### config.mk
export PLATFORM = sky130hd
export DESIGN_NAME = spi_command_decoder
export DESIGN_NICKNAME = d
export VERILOG_FILES = /design/src/rtl/spi_cmd_pkg.sv /design/src/rtl/spi_write_fifo.sv /design/src/rtl/spi_command_decoder.sv
export SDC_FILE = /design/constraint.sdc
export NUM_CORES = 1
export LEC_CHECK = 0
export BUFFER_PORTS_ARGS = -buffer_cell sky130_fd_sc_hd__buf_2
export CAP_MARGIN = 15
export CORE_ASPECT_RATIO = 1.5
export CORE_UTILIZATION = 50
export DETAILED_ROUTE_END_ITERATION = 12
export PLACE_DENSITY = 0.77
export SYNTH_ARGS = -nofsm -noshare
export SYNTH_HDL_FRONTEND = slang
export SYNTH_SLANG_ARGS = --single-unit
export TNS_END_PERCENT = 1
### constraint.sdc
create_clock -name mclk -period 3.2 [get_ports mclk]
set_input_delay 0.48 -clock mclk [delete_from_list [all_inputs] [get_ports mclk]]
set_output_delay 0.48 -clock mclk [all_outputs]
set_load 0.03 [all_outputs]
### src/rtl/spi_cmd_pkg.sv
// constants and carrier types for the serial command decoder
package spi_cmd_pkg;

  // instruction bytes
  localparam logic [7:0] OP_RESET = 8'hC0;
  localparam logic [7:0] OP_READ = 8'h03;
  localparam logic [7:0] OP_WRITE = 8'h02;
  localparam logic [7:0] OP_BIT_MODIFY = 8'h05;
  localparam logic [7:0] OP_READ_STATUS = 8'hA0;
  localparam logic [7:0] OP_RX_STATUS = 8'hB0;
  // upper five bits of the shortcut families
  localparam logic [4:0] OP_READ_RX_HI = 5'h12;
  localparam logic [4:0] OP_LOAD_TX_HI = 5'h08;
  localparam logic [4:0] OP_RTS_HI = 5'h10;
  localparam logic [2:0] LOAD_TX_LAST_CODE = 3'h5;

  // receive buffer shortcut targets: identifier start and data start
  localparam logic [7:0] RX0_ID_ADDR = 8'h61;
  localparam logic [7:0] RX0_DATA_ADDR = 8'h66;
  localparam logic [7:0] RX1_ID_ADDR = 8'h71;
  localparam logic [7:0] RX1_DATA_ADDR = 8'h76;
  // transmit buffer shortcut targets
  localparam logic [7:0] TX0_ID_ADDR = 8'h31;
  localparam logic [7:0] TX0_DATA_ADDR = 8'h36;
  localparam logic [7:0] TX1_ID_ADDR = 8'h41;
  localparam logic [7:0] TX1_DATA_ADDR = 8'h46;
  localparam logic [7:0] TX2_ID_ADDR = 8'h51;
  localparam logic [7:0] TX2_DATA_ADDR = 8'h56;

  // registers that accept a masked modify
  localparam logic [7:0] PIN_CTRL_ADDR = 8'h0C;
  localparam logic [7:0] RTS_PIN_CTRL_ADDR = 8'h0D;
  localparam logic [3:0] MODE_CTRL_LOW_NIBBLE = 4'hF;
  localparam logic [7:0] BITMOD_RANGE_LO = 8'h28;
  localparam logic [7:0] BITMOD_RANGE_HI = 8'h2D;
  localparam logic [7:0] TX0_CTRL_ADDR = 8'h30;
  localparam logic [7:0] TX1_CTRL_ADDR = 8'h40;
  localparam logic [7:0] TX2_CTRL_ADDR = 8'h50;
  localparam logic [7:0] RX0_CTRL_ADDR = 8'h60;
  localparam logic [7:0] RX1_CTRL_ADDR = 8'h70;
  localparam logic [7:0] FULL_MASK = 8'hFF;

  // synchroniser layout and reset values: {select_n, serial clock, serial in}
  localparam int PIN_CS = 2;
  localparam int PIN_SCK = 1;
  localparam int PIN_SI = 0;
  localparam logic [2:0] PIN_SYNC_RESET = 3'h4;
  localparam logic [2:0] BIT_COUNT_LAST = 3'h7;

  localparam int WRITE_FIFO_DEPTH = 32;

  // per receive buffer details of the stored frame
  typedef struct packed {
    logic extended;
    logic remote;
    logic [2:0] filter_code;
  } rx_frame_info_type;

  // one register store handed to the register file
  typedef struct packed {
    logic [7:0] addr;
    logic [7:0] mask;
    logic [7:0] data;
  } reg_write_type;

  localparam int REG_WRITE_WIDTH = $bits(reg_write_type);

endpackage : spi_cmd_pkg

### src/rtl/spi_write_fifo.sv
// first-in first-out buffer for register stores
`timescale 1ns/1ps
`default_nettype none
module spi_write_fifo #(
  parameter int WIDTH = 24,
  parameter int DEPTH = 32
) (
  input wire logic mclk,
  input wire logic srst,
  input wire logic in_valid,
  input wire logic [WIDTH-1:0] in_data,
  output logic in_ready,
  output logic out_valid,
  output logic [WIDTH-1:0] out_data,
  input wire logic out_ready
);
  localparam int AW = $clog2(DEPTH);
  localparam logic [AW:0] FULL_COUNT = (AW+1)'(DEPTH);

  logic [WIDTH-1:0] mem [DEPTH];
  logic [AW-1:0] wr_ptr;
  logic [AW-1:0] rd_ptr;
  logic [AW:0] count;
  logic [AW:0] next_count;
  logic push;
  logic pop;

  assign push = in_valid & in_ready;
  assign pop = out_valid & out_ready;
  assign out_data = mem[rd_ptr];

  always_comb begin
    next_count = count;
    if (push && !pop) begin
      next_count = count + 1'b1;
    end else if (pop && !push) begin
      next_count = count - 1'b1;
    end
  end

  always_ff @(posedge mclk) begin
    if (push) begin
      mem[wr_ptr] <= in_data;
    end
  end

  always_ff @(posedge mclk) begin
    if (srst) begin
      wr_ptr <= '0;
      rd_ptr <= '0;
      count <= '0;
      in_ready <= 1'b0;
      out_valid <= 1'b0;
    end else begin
      if (push) begin
        wr_ptr <= (wr_ptr == AW'(DEPTH - 1)) ? '0 : wr_ptr + 1'b1;
      end
      if (pop) begin
        rd_ptr <= (rd_ptr == AW'(DEPTH - 1)) ? '0 : rd_ptr + 1'b1;
      end
      count <= next_count;
      in_ready <= next_count != FULL_COUNT;
      out_valid <= next_count != '0;
    end
  end
endmodule : spi_write_fifo
`default_nettype wire

### src/rtl/spi_command_decoder.sv
// serial instruction decoder for the controller's register and buffer access
`timescale 1ns/1ps
`default_nettype none
module spi_command_decoder
  import spi_cmd_pkg::*;
(
  input wire logic mclk,
  input wire logic srst,
  input wire logic cs_n,
  input wire logic sck,
  input wire logic si,
  output logic so,
  output logic so_oe,
  output logic [7:0] rd_addr,
  input wire logic [7:0] rd_data,
  input wire logic [1:0] rx_buffer_full_flag,
  input wire logic [2:0] tx_request_flag,
  input wire logic [2:0] tx_done_flag,
  input wire rx_frame_info_type rx_info_0,
  input wire rx_frame_info_type rx_info_1,
  output logic [2:0] tx_request_set,
  output logic [1:0] rx_flag_clear,
  output logic soft_reset,
  output logic write_ready,
  output logic write_valid,
  output reg_write_type write_entry,
  input wire logic write_accept
);

  typedef enum {
    ST_INSTR,
    ST_ADDR,
    ST_READ,
    ST_WRITE,
    ST_MASK,
    ST_MDATA,
    ST_STATUS,
    ST_RX_STATUS,
    ST_IGNORE
  } cmd_state_type;

  // shaded registers accepting a masked modify
  function automatic logic bit_modifiable(input logic [7:0] addr);
    bit_modifiable = (addr == PIN_CTRL_ADDR) || (addr == RTS_PIN_CTRL_ADDR)
      || (addr[3:0] == MODE_CTRL_LOW_NIBBLE)
      || (addr >= BITMOD_RANGE_LO && addr <= BITMOD_RANGE_HI)
      || (addr == TX0_CTRL_ADDR) || (addr == TX1_CTRL_ADDR) || (addr == TX2_CTRL_ADDR)
      || (addr == RX0_CTRL_ADDR) || (addr == RX1_CTRL_ADDR);
  endfunction : bit_modifiable

  // states in which serial out carries data
  function automatic logic drives_output(input cmd_state_type st);
    drives_output = (st == ST_READ) || (st == ST_STATUS) || (st == ST_RX_STATUS);
  endfunction : drives_output

  function automatic logic [7:0] tx_load_target(input logic [2:0] code);
    case (code)
      3'h0: tx_load_target = TX0_ID_ADDR;
      3'h1: tx_load_target = TX0_DATA_ADDR;
      3'h2: tx_load_target = TX1_ID_ADDR;
      3'h3: tx_load_target = TX1_DATA_ADDR;
      3'h4: tx_load_target = TX2_ID_ADDR;
      default: tx_load_target = TX2_DATA_ADDR;
    endcase
  endfunction : tx_load_target

  // pin synchronisers
  logic [2:0] pins;
  logic [2:0] sync1;
  logic [2:0] sync2;
  logic cs_d;
  logic sck_d;

  assign pins = {cs_n, sck, si};

  always_ff @(posedge mclk) begin
    if (srst) begin
      sync1 <= PIN_SYNC_RESET;
      sync2 <= PIN_SYNC_RESET;
      cs_d <= PIN_SYNC_RESET[PIN_CS];
      sck_d <= PIN_SYNC_RESET[PIN_SCK];
    end else begin
      sync1 <= pins;
      sync2 <= sync1;
      cs_d <= sync2[PIN_CS];
      sck_d <= sync2[PIN_SCK];
    end
  end

  logic selected;
  logic sck_rise;
  logic sck_fall;
  logic cs_rise;

  assign selected = ~sync2[PIN_CS];
  assign sck_rise = selected & sync2[PIN_SCK] & ~sck_d;
  assign sck_fall = selected & ~sync2[PIN_SCK] & sck_d;
  assign cs_rise = sync2[PIN_CS] & ~cs_d;

  // byte assembly, msb first
  logic [6:0] rx_shift;
  logic [2:0] bit_cnt;
  logic byte_done;
  logic [7:0] byte_val;

  assign byte_done = sck_rise && (bit_cnt == BIT_COUNT_LAST);
  assign byte_val = {rx_shift, sync2[PIN_SI]};

  always_ff @(posedge mclk) begin
    if (srst || !selected) begin
      rx_shift <= '0;
      bit_cnt <= '0;
    end else if (sck_rise) begin
      rx_shift <= byte_val[6:0];
      bit_cnt <= bit_cnt + 1'b1;
    end
  end

  // command sequencing
  cmd_state_type state;
  logic is_read;
  logic is_modify;
  logic [7:0] mask;

  always_ff @(posedge mclk) begin
    if (srst || !selected) begin
      state <= ST_INSTR;
      is_read <= 1'b0;
      is_modify <= 1'b0;
      mask <= FULL_MASK;
    end else if (byte_done) begin
      case (state)
        ST_INSTR: begin
          if (byte_val == OP_READ) begin
            is_read <= 1'b1;
            state <= ST_ADDR;
          end else if (byte_val == OP_WRITE) begin
            state <= ST_ADDR;
          end else if (byte_val == OP_BIT_MODIFY) begin
            is_modify <= 1'b1;
            state <= ST_ADDR;
          end else if (byte_val[7:3] == OP_READ_RX_HI && !byte_val[0]) begin
            state <= ST_READ;
          end else if (byte_val[7:3] == OP_LOAD_TX_HI && byte_val[2:0] <= LOAD_TX_LAST_CODE) begin
            state <= ST_WRITE;
          end else if (byte_val == OP_READ_STATUS) begin
            state <= ST_STATUS;
          end else if (byte_val == OP_RX_STATUS) begin
            state <= ST_RX_STATUS;
          end else begin
            state <= ST_IGNORE;
          end
        end
        ST_ADDR: begin
          if (is_modify) begin
            state <= ST_MASK;
          end else if (is_read) begin
            state <= ST_READ;
          end else begin
            state <= ST_WRITE;
          end
        end
        ST_MASK: begin
          mask <= byte_val;
          state <= ST_MDATA;
        end
        ST_MDATA: begin
          state <= ST_IGNORE;
        end
        default: begin
          state <= state;
        end
      endcase
    end
  end

  // address pointer, shown to the register file
  always_ff @(posedge mclk) begin
    if (srst) begin
      rd_addr <= '0;
    end else if (selected && byte_done) begin
      case (state)
        ST_INSTR: begin
          if (byte_val[7:3] == OP_READ_RX_HI && !byte_val[0]) begin
            case (byte_val[2:1])
              2'h0: rd_addr <= RX0_ID_ADDR;
              2'h1: rd_addr <= RX0_DATA_ADDR;
              2'h2: rd_addr <= RX1_ID_ADDR;
              default: rd_addr <= RX1_DATA_ADDR;
            endcase
          end else if (byte_val[7:3] == OP_LOAD_TX_HI && byte_val[2:0] <= LOAD_TX_LAST_CODE) begin
            rd_addr <= tx_load_target(byte_val[2:0]);
          end
        end
        ST_ADDR: begin
          rd_addr <= byte_val;
        end
        ST_READ, ST_WRITE: begin
          rd_addr <= rd_addr + 1'b1;
        end
        default: begin
          rd_addr <= rd_addr;
        end
      endcase
    end
  end

  // one-cycle command pulses
  logic rx_clear_armed;
  logic rx_clear_buf;

  always_ff @(posedge mclk) begin
    if (srst) begin
      tx_request_set <= '0;
      soft_reset <= 1'b0;
    end else begin
      tx_request_set <= '0;
      soft_reset <= 1'b0;
      if (byte_done && state == ST_INSTR) begin
        if (byte_val[7:3] == OP_RTS_HI) begin
          tx_request_set <= byte_val[2:0];
        end
        soft_reset <= byte_val == OP_RESET;
      end
    end
  end

  always_ff @(posedge mclk) begin
    if (srst) begin
      rx_clear_armed <= 1'b0;
      rx_clear_buf <= 1'b0;
      rx_flag_clear <= '0;
    end else begin
      rx_flag_clear <= '0;
      if (cs_rise) begin
        rx_clear_armed <= 1'b0;
        if (rx_clear_armed) begin
          rx_flag_clear <= rx_clear_buf ? 2'h2 : 2'h1;
        end
      end else if (byte_done && state == ST_INSTR && byte_val[7:3] == OP_READ_RX_HI && !byte_val[0]) begin
        rx_clear_armed <= 1'b1;
        rx_clear_buf <= byte_val[2];
      end
    end
  end

  // status bytes
  logic [7:0] status_byte;
  logic [7:0] rx_status_byte;
  rx_frame_info_type rx_info_sel;

  always_comb begin
    status_byte = {tx_done_flag[2], tx_request_flag[2], tx_done_flag[1], tx_request_flag[1],
                   tx_done_flag[0], tx_request_flag[0], rx_buffer_full_flag};
    if (rx_buffer_full_flag[0]) begin
      rx_info_sel = rx_info_0;
    end else if (rx_buffer_full_flag[1]) begin
      rx_info_sel = rx_info_1;
    end else begin
      rx_info_sel = '0;
    end
    rx_status_byte = {rx_buffer_full_flag[1], rx_buffer_full_flag[0], 1'b0,
                      rx_info_sel.extended, rx_info_sel.remote,
                      rx_info_sel.filter_code};
  end

  // serial out: load at the falling edge after a byte boundary, else shift
  logic at_boundary;
  logic out_started;
  logic [6:0] tx_shift;
  logic [7:0] rx_status_hold;
  logic [7:0] load_byte;

  always_comb begin
    case (state)
      ST_STATUS: load_byte = status_byte;
      ST_RX_STATUS: load_byte = out_started ? rx_status_hold : rx_status_byte;
      default: load_byte = rd_data;
    endcase
  end

  always_ff @(posedge mclk) begin
    if (srst || !selected) begin
      at_boundary <= 1'b0;
      out_started <= 1'b0;
      tx_shift <= '0;
      rx_status_hold <= '0;
      so <= 1'b0;
      so_oe <= 1'b0;
    end else begin
      if (byte_done) begin
        at_boundary <= 1'b1;
      end else if (sck_fall) begin
        at_boundary <= 1'b0;
      end
      if (sck_fall && drives_output(state)) begin
        if (at_boundary) begin
          so <= load_byte[7];
          tx_shift <= load_byte[6:0];
          out_started <= 1'b1;
          so_oe <= 1'b1;
          if (!out_started) begin
            rx_status_hold <= rx_status_byte;
          end
        end else begin
          so <= tx_shift[6];
          tx_shift <= {tx_shift[5:0], 1'b0};
        end
      end
    end
  end

  // register stores, in order, through the buffer
  logic push;
  reg_write_type push_entry;
  logic [REG_WRITE_WIDTH-1:0] fifo_out;

  assign push = byte_done && (state == ST_WRITE || state == ST_MDATA);
  assign push_entry.addr = rd_addr;
  assign push_entry.data = byte_val;
  assign push_entry.mask = (state == ST_MDATA && bit_modifiable(rd_addr)) ? mask : FULL_MASK;
  assign write_entry = reg_write_type'(fifo_out);

  spi_write_fifo #(
    .WIDTH(REG_WRITE_WIDTH),
    .DEPTH(WRITE_FIFO_DEPTH)
  ) write_fifo (
    .mclk(mclk),
    .srst(srst),
    .in_valid(push),
    .in_data(push_entry),
    .in_ready(write_ready),
    .out_valid(write_valid),
    .out_data(fifo_out),
    .out_ready(write_accept)
  );

endmodule : spi_command_decoder
`default_nettype wire

==> flow_summary.json <==
{
  "status": "finished with violations",
  "violations": "setup timing",
  "crit_required_ns": 2.72,
  "core_mm2": 0.0666,
  "drv_cap": 0,
  "first_iter_violations": 1823,
  "synthToLayoutAreaGrowth_pct": 16.1,
  "skew_ns": 0.0192,
  "holdCritPathClass": "in -> reg",
  "worstMarginPinSlew_ns": 0.791,
  "num_io_pins": 74,
  "pre_cts_ws_ns": 0.288,
  "synth_simple_gate_area_share_pct": 3.77,
  "io_buffers": 73,
  "finalHoldViolCount": 0,
  "htreeDepth": 3,
  "firstDrtPassIters": 5,
  "irDropWorstVdd_mv": 0.568,
  "cts_tree": "yes",
  "synth_area_leaders": "edfxtp_1, mux4_2, dfxtp_1",
  "placementRows": 116,
  "synth_xor_area_share_pct": 0.287,
  "cts_max_path_buffers": 3,
  "grt_max_degree": 71,
  "async_flop_share_pct": 0,
  "dieArea_mm2": 0.0682,
  "synthesis.nets": 1718,
  "fp.dieH_um": 319,
  "synthMuxAreaShare_pct": 17.3,
  "grt.overflow.total": 0,
  "die_x_um": 214,
  "end_kind": "primary output",
  "synthFlopType": "edfxtp_1",
  "rsz0062_at_grt": "true",
  "syn_area_per_cell_um2": 20.1,
  "synth_cell_types": 61,
  "min_period_ns": 3.47,
  "path_max_fanout": 10,
  "syn_inst": 1671,
  "synthTopCellsByCount": "edfxtp_1, mux4_2, dfxtp_1",
  "place.gp.congestion": 0.820,
  "drv_slew": 0,
  "synth-compound-area-share_pct": 2.57,
  "relSlewSlack_pct": 47.1,
  "synth_edf_count": 768,
  "wl_mm": 83.5,
  "clkSinkCount": 857,
  "p_per_area_mw_per_mm2": 593,
  "grt_pass1_vias": 18000,
  "synth_top_family_by_area": "multiplexers",
  "wl_per_cell_um": 29.9,
  "clk_latency_ns": 0.63,
  "layout-drive-gt1-share_pct": 32.8,
  "hold_slack_ns": 0.0429,
  "cp_data_arrival_time_ns": 2.99,
  "nets": 1887,
  "fin_cells": 2787,
  "netlist.area_leader.share_pct": 68.7,
  "holdBufCountCts": 0,
  "power_leakage_uw": 0.0130,
  "diodes": 0,
  "yosysWarnings": 0,
  "route.vias.total": 17600,
  "place_inst": 2632,
  "yosys.area.top_type": "edfxtp_1",
  "worstSetupPathType": "reg -> out",
  "yosys.area_share.adder_pct": 0.559,
  "antenna_found_initial": 1,
  "ys_seq_area_share_pct": 74.0,
  "grt_pass1_wl_mm": 121,
  "setup_slack_ns": -0.269,
  "start_util_pct": 50.4,
  "clk_pin_slew_ns": 0.07,
  "synth_most_common_cell": "edfxtp_1",
  "dp_hpwl_mm": 45.3,
  "synth-seq-cells": 857,
  "viasPerCell": 6.33,
  "setup_viol": 24,
  "cp-start-kind": "flip-flop",
  "track_usage_pct": 25.0,
  "ant_nets": 0,
  "cts_root_buffer": "clkbuf_16",
  "clock.fmax_ghz": 0.288,
  "syn-cell-area_mm2": 0.0336,
  "cts_made_buffers": 75,
  "period_share_pct": 108,
  "finalSetupTns_ns": -5.23,
  "drc_errors": 0
}
metal layers:
| metal | routed length (µm) | track usage [%] | share of wire, % | vias to the layer above |
|---|---|---|---|---|
| met5 | 16 | 0 | 0.019 | - |
| li1 | - | - | - | 7208 |
| met4 | 3140 | 9.65 | 3.8 | 2 |
| met3 | 6940 | 4.59 | 8.3 | 187 |
| met1 | 28500 | 30.3 | 34 | 9194 |
| met2 | 44800 | 44.2 | 54 | 1044 |
state kept, by name, indices dropped and copies added (netlist names), 4 cells and up, named ones only:
register,count
write_fifo.rd_ptr,5
write_fifo.mem,768
write_fifo.count,6
tx_shift,7
mask,8
state,4
rx_shift,7
rx_status_hold,8
rd_addr,8
write_fifo.wr_ptr,5
stage by stage:
stage,power [µW],cell area (µm²),utilization [%]
after floorplan,13700,33600,-
after global placement,14100,36100,54.2
after detailed placement,14100,36100,54.2
after CTS,23100,38900,58.4
after global routing,23700,39000,58.5
final,23100,39000,58.5
worst paths after layout:
path | from | endpoint | slack, ns | depth (start not counted)
max | flip-flop | write_entry[11] | -0.27 | 6
min | cs_n | sync1[2] | 0.04 | 2
max reg2reg | bit_cnt[0] | write_fifo.out_valid | 0.33 | 7
min reg2reg | sync1[2] | sync2[2] | 0.41 | 1
power by group:
part	internal, µW	switching [µW]
Clock	5010	3970
Combinational	1100	918
Sequential	12000	66.6
critical path, stage by stage (launching register included):
cell     delay, ns
dfxtp_4       0.45
buf_12        0.21
buf_6         0.17
mux4_2        0.52
mux4_2        0.53
mux2_2        0.28
buf_2         0.18
repair_timing:
item | in CTS | in global routing
setup buffers | 7 | 4
gates cloned | 4 | 3
gates resized for setup | 54 | 5
setup endpoints to repair | 24 | 24
area by class of cell:
type / instances / area, µm²
fill: 4619 / 27600
sequential: 857 / 24900
multi-input combinational: 698 / 8450
clock buffer: 102 / 2120
timing repair buffer: 191 / 2060
tap: 885 / 1110
clock inverter: 37 / 310
inverter: 17 / 63.8
kinds of logic (layout without fill, tap and decap cells):
group | count (synthesis) | after routing
flip-flops | 857 | 857
multiplexers | 277 | 277
AND/OR/NAND/NOR | 261 | 261
AO/OA/AOI/OAI | 134 | 134
buffers and inverters | 116 | 347
adder cells (fa/ha/maj) | 15 | 15
XOR/XNOR | 11 | 11
cell usage in the layout (no fill, tap or decap), types with 6 or more instances in the layout:
master,synthesis,final
o211ai_1,7,7
buf_2,17,59
buf_4,14,62
a22oi_1,8,8
clkinv_2,0,11
mux4_2,240,240
clkbuf_16,0,80
nor2_2,0,13
ha_1,15,15
inv_1,17,17
nand3_1,16,16
nor3_1,13,13
a21oi_1,49,49
clkinv_1,0,13
nor2b_1,16,16
mux2i_1,13,13
buf_6,2,18
and2_1,8,8
buf_16,0,6
xnor2_1,7,7
edfxtp_1,768,768
mux2_2,24,8
buf_12,0,43
nor2_1,81,49
clkbuf_1,55,14
clkbuf_8,0,10
mux2_4,0,16
nor2_4,0,19
or2_2,10,10
o21ai_0,34,34
nand2_1,74,74
dfxtp_1,89,85
Note: power is estimated with default switching activity, not from simulation.
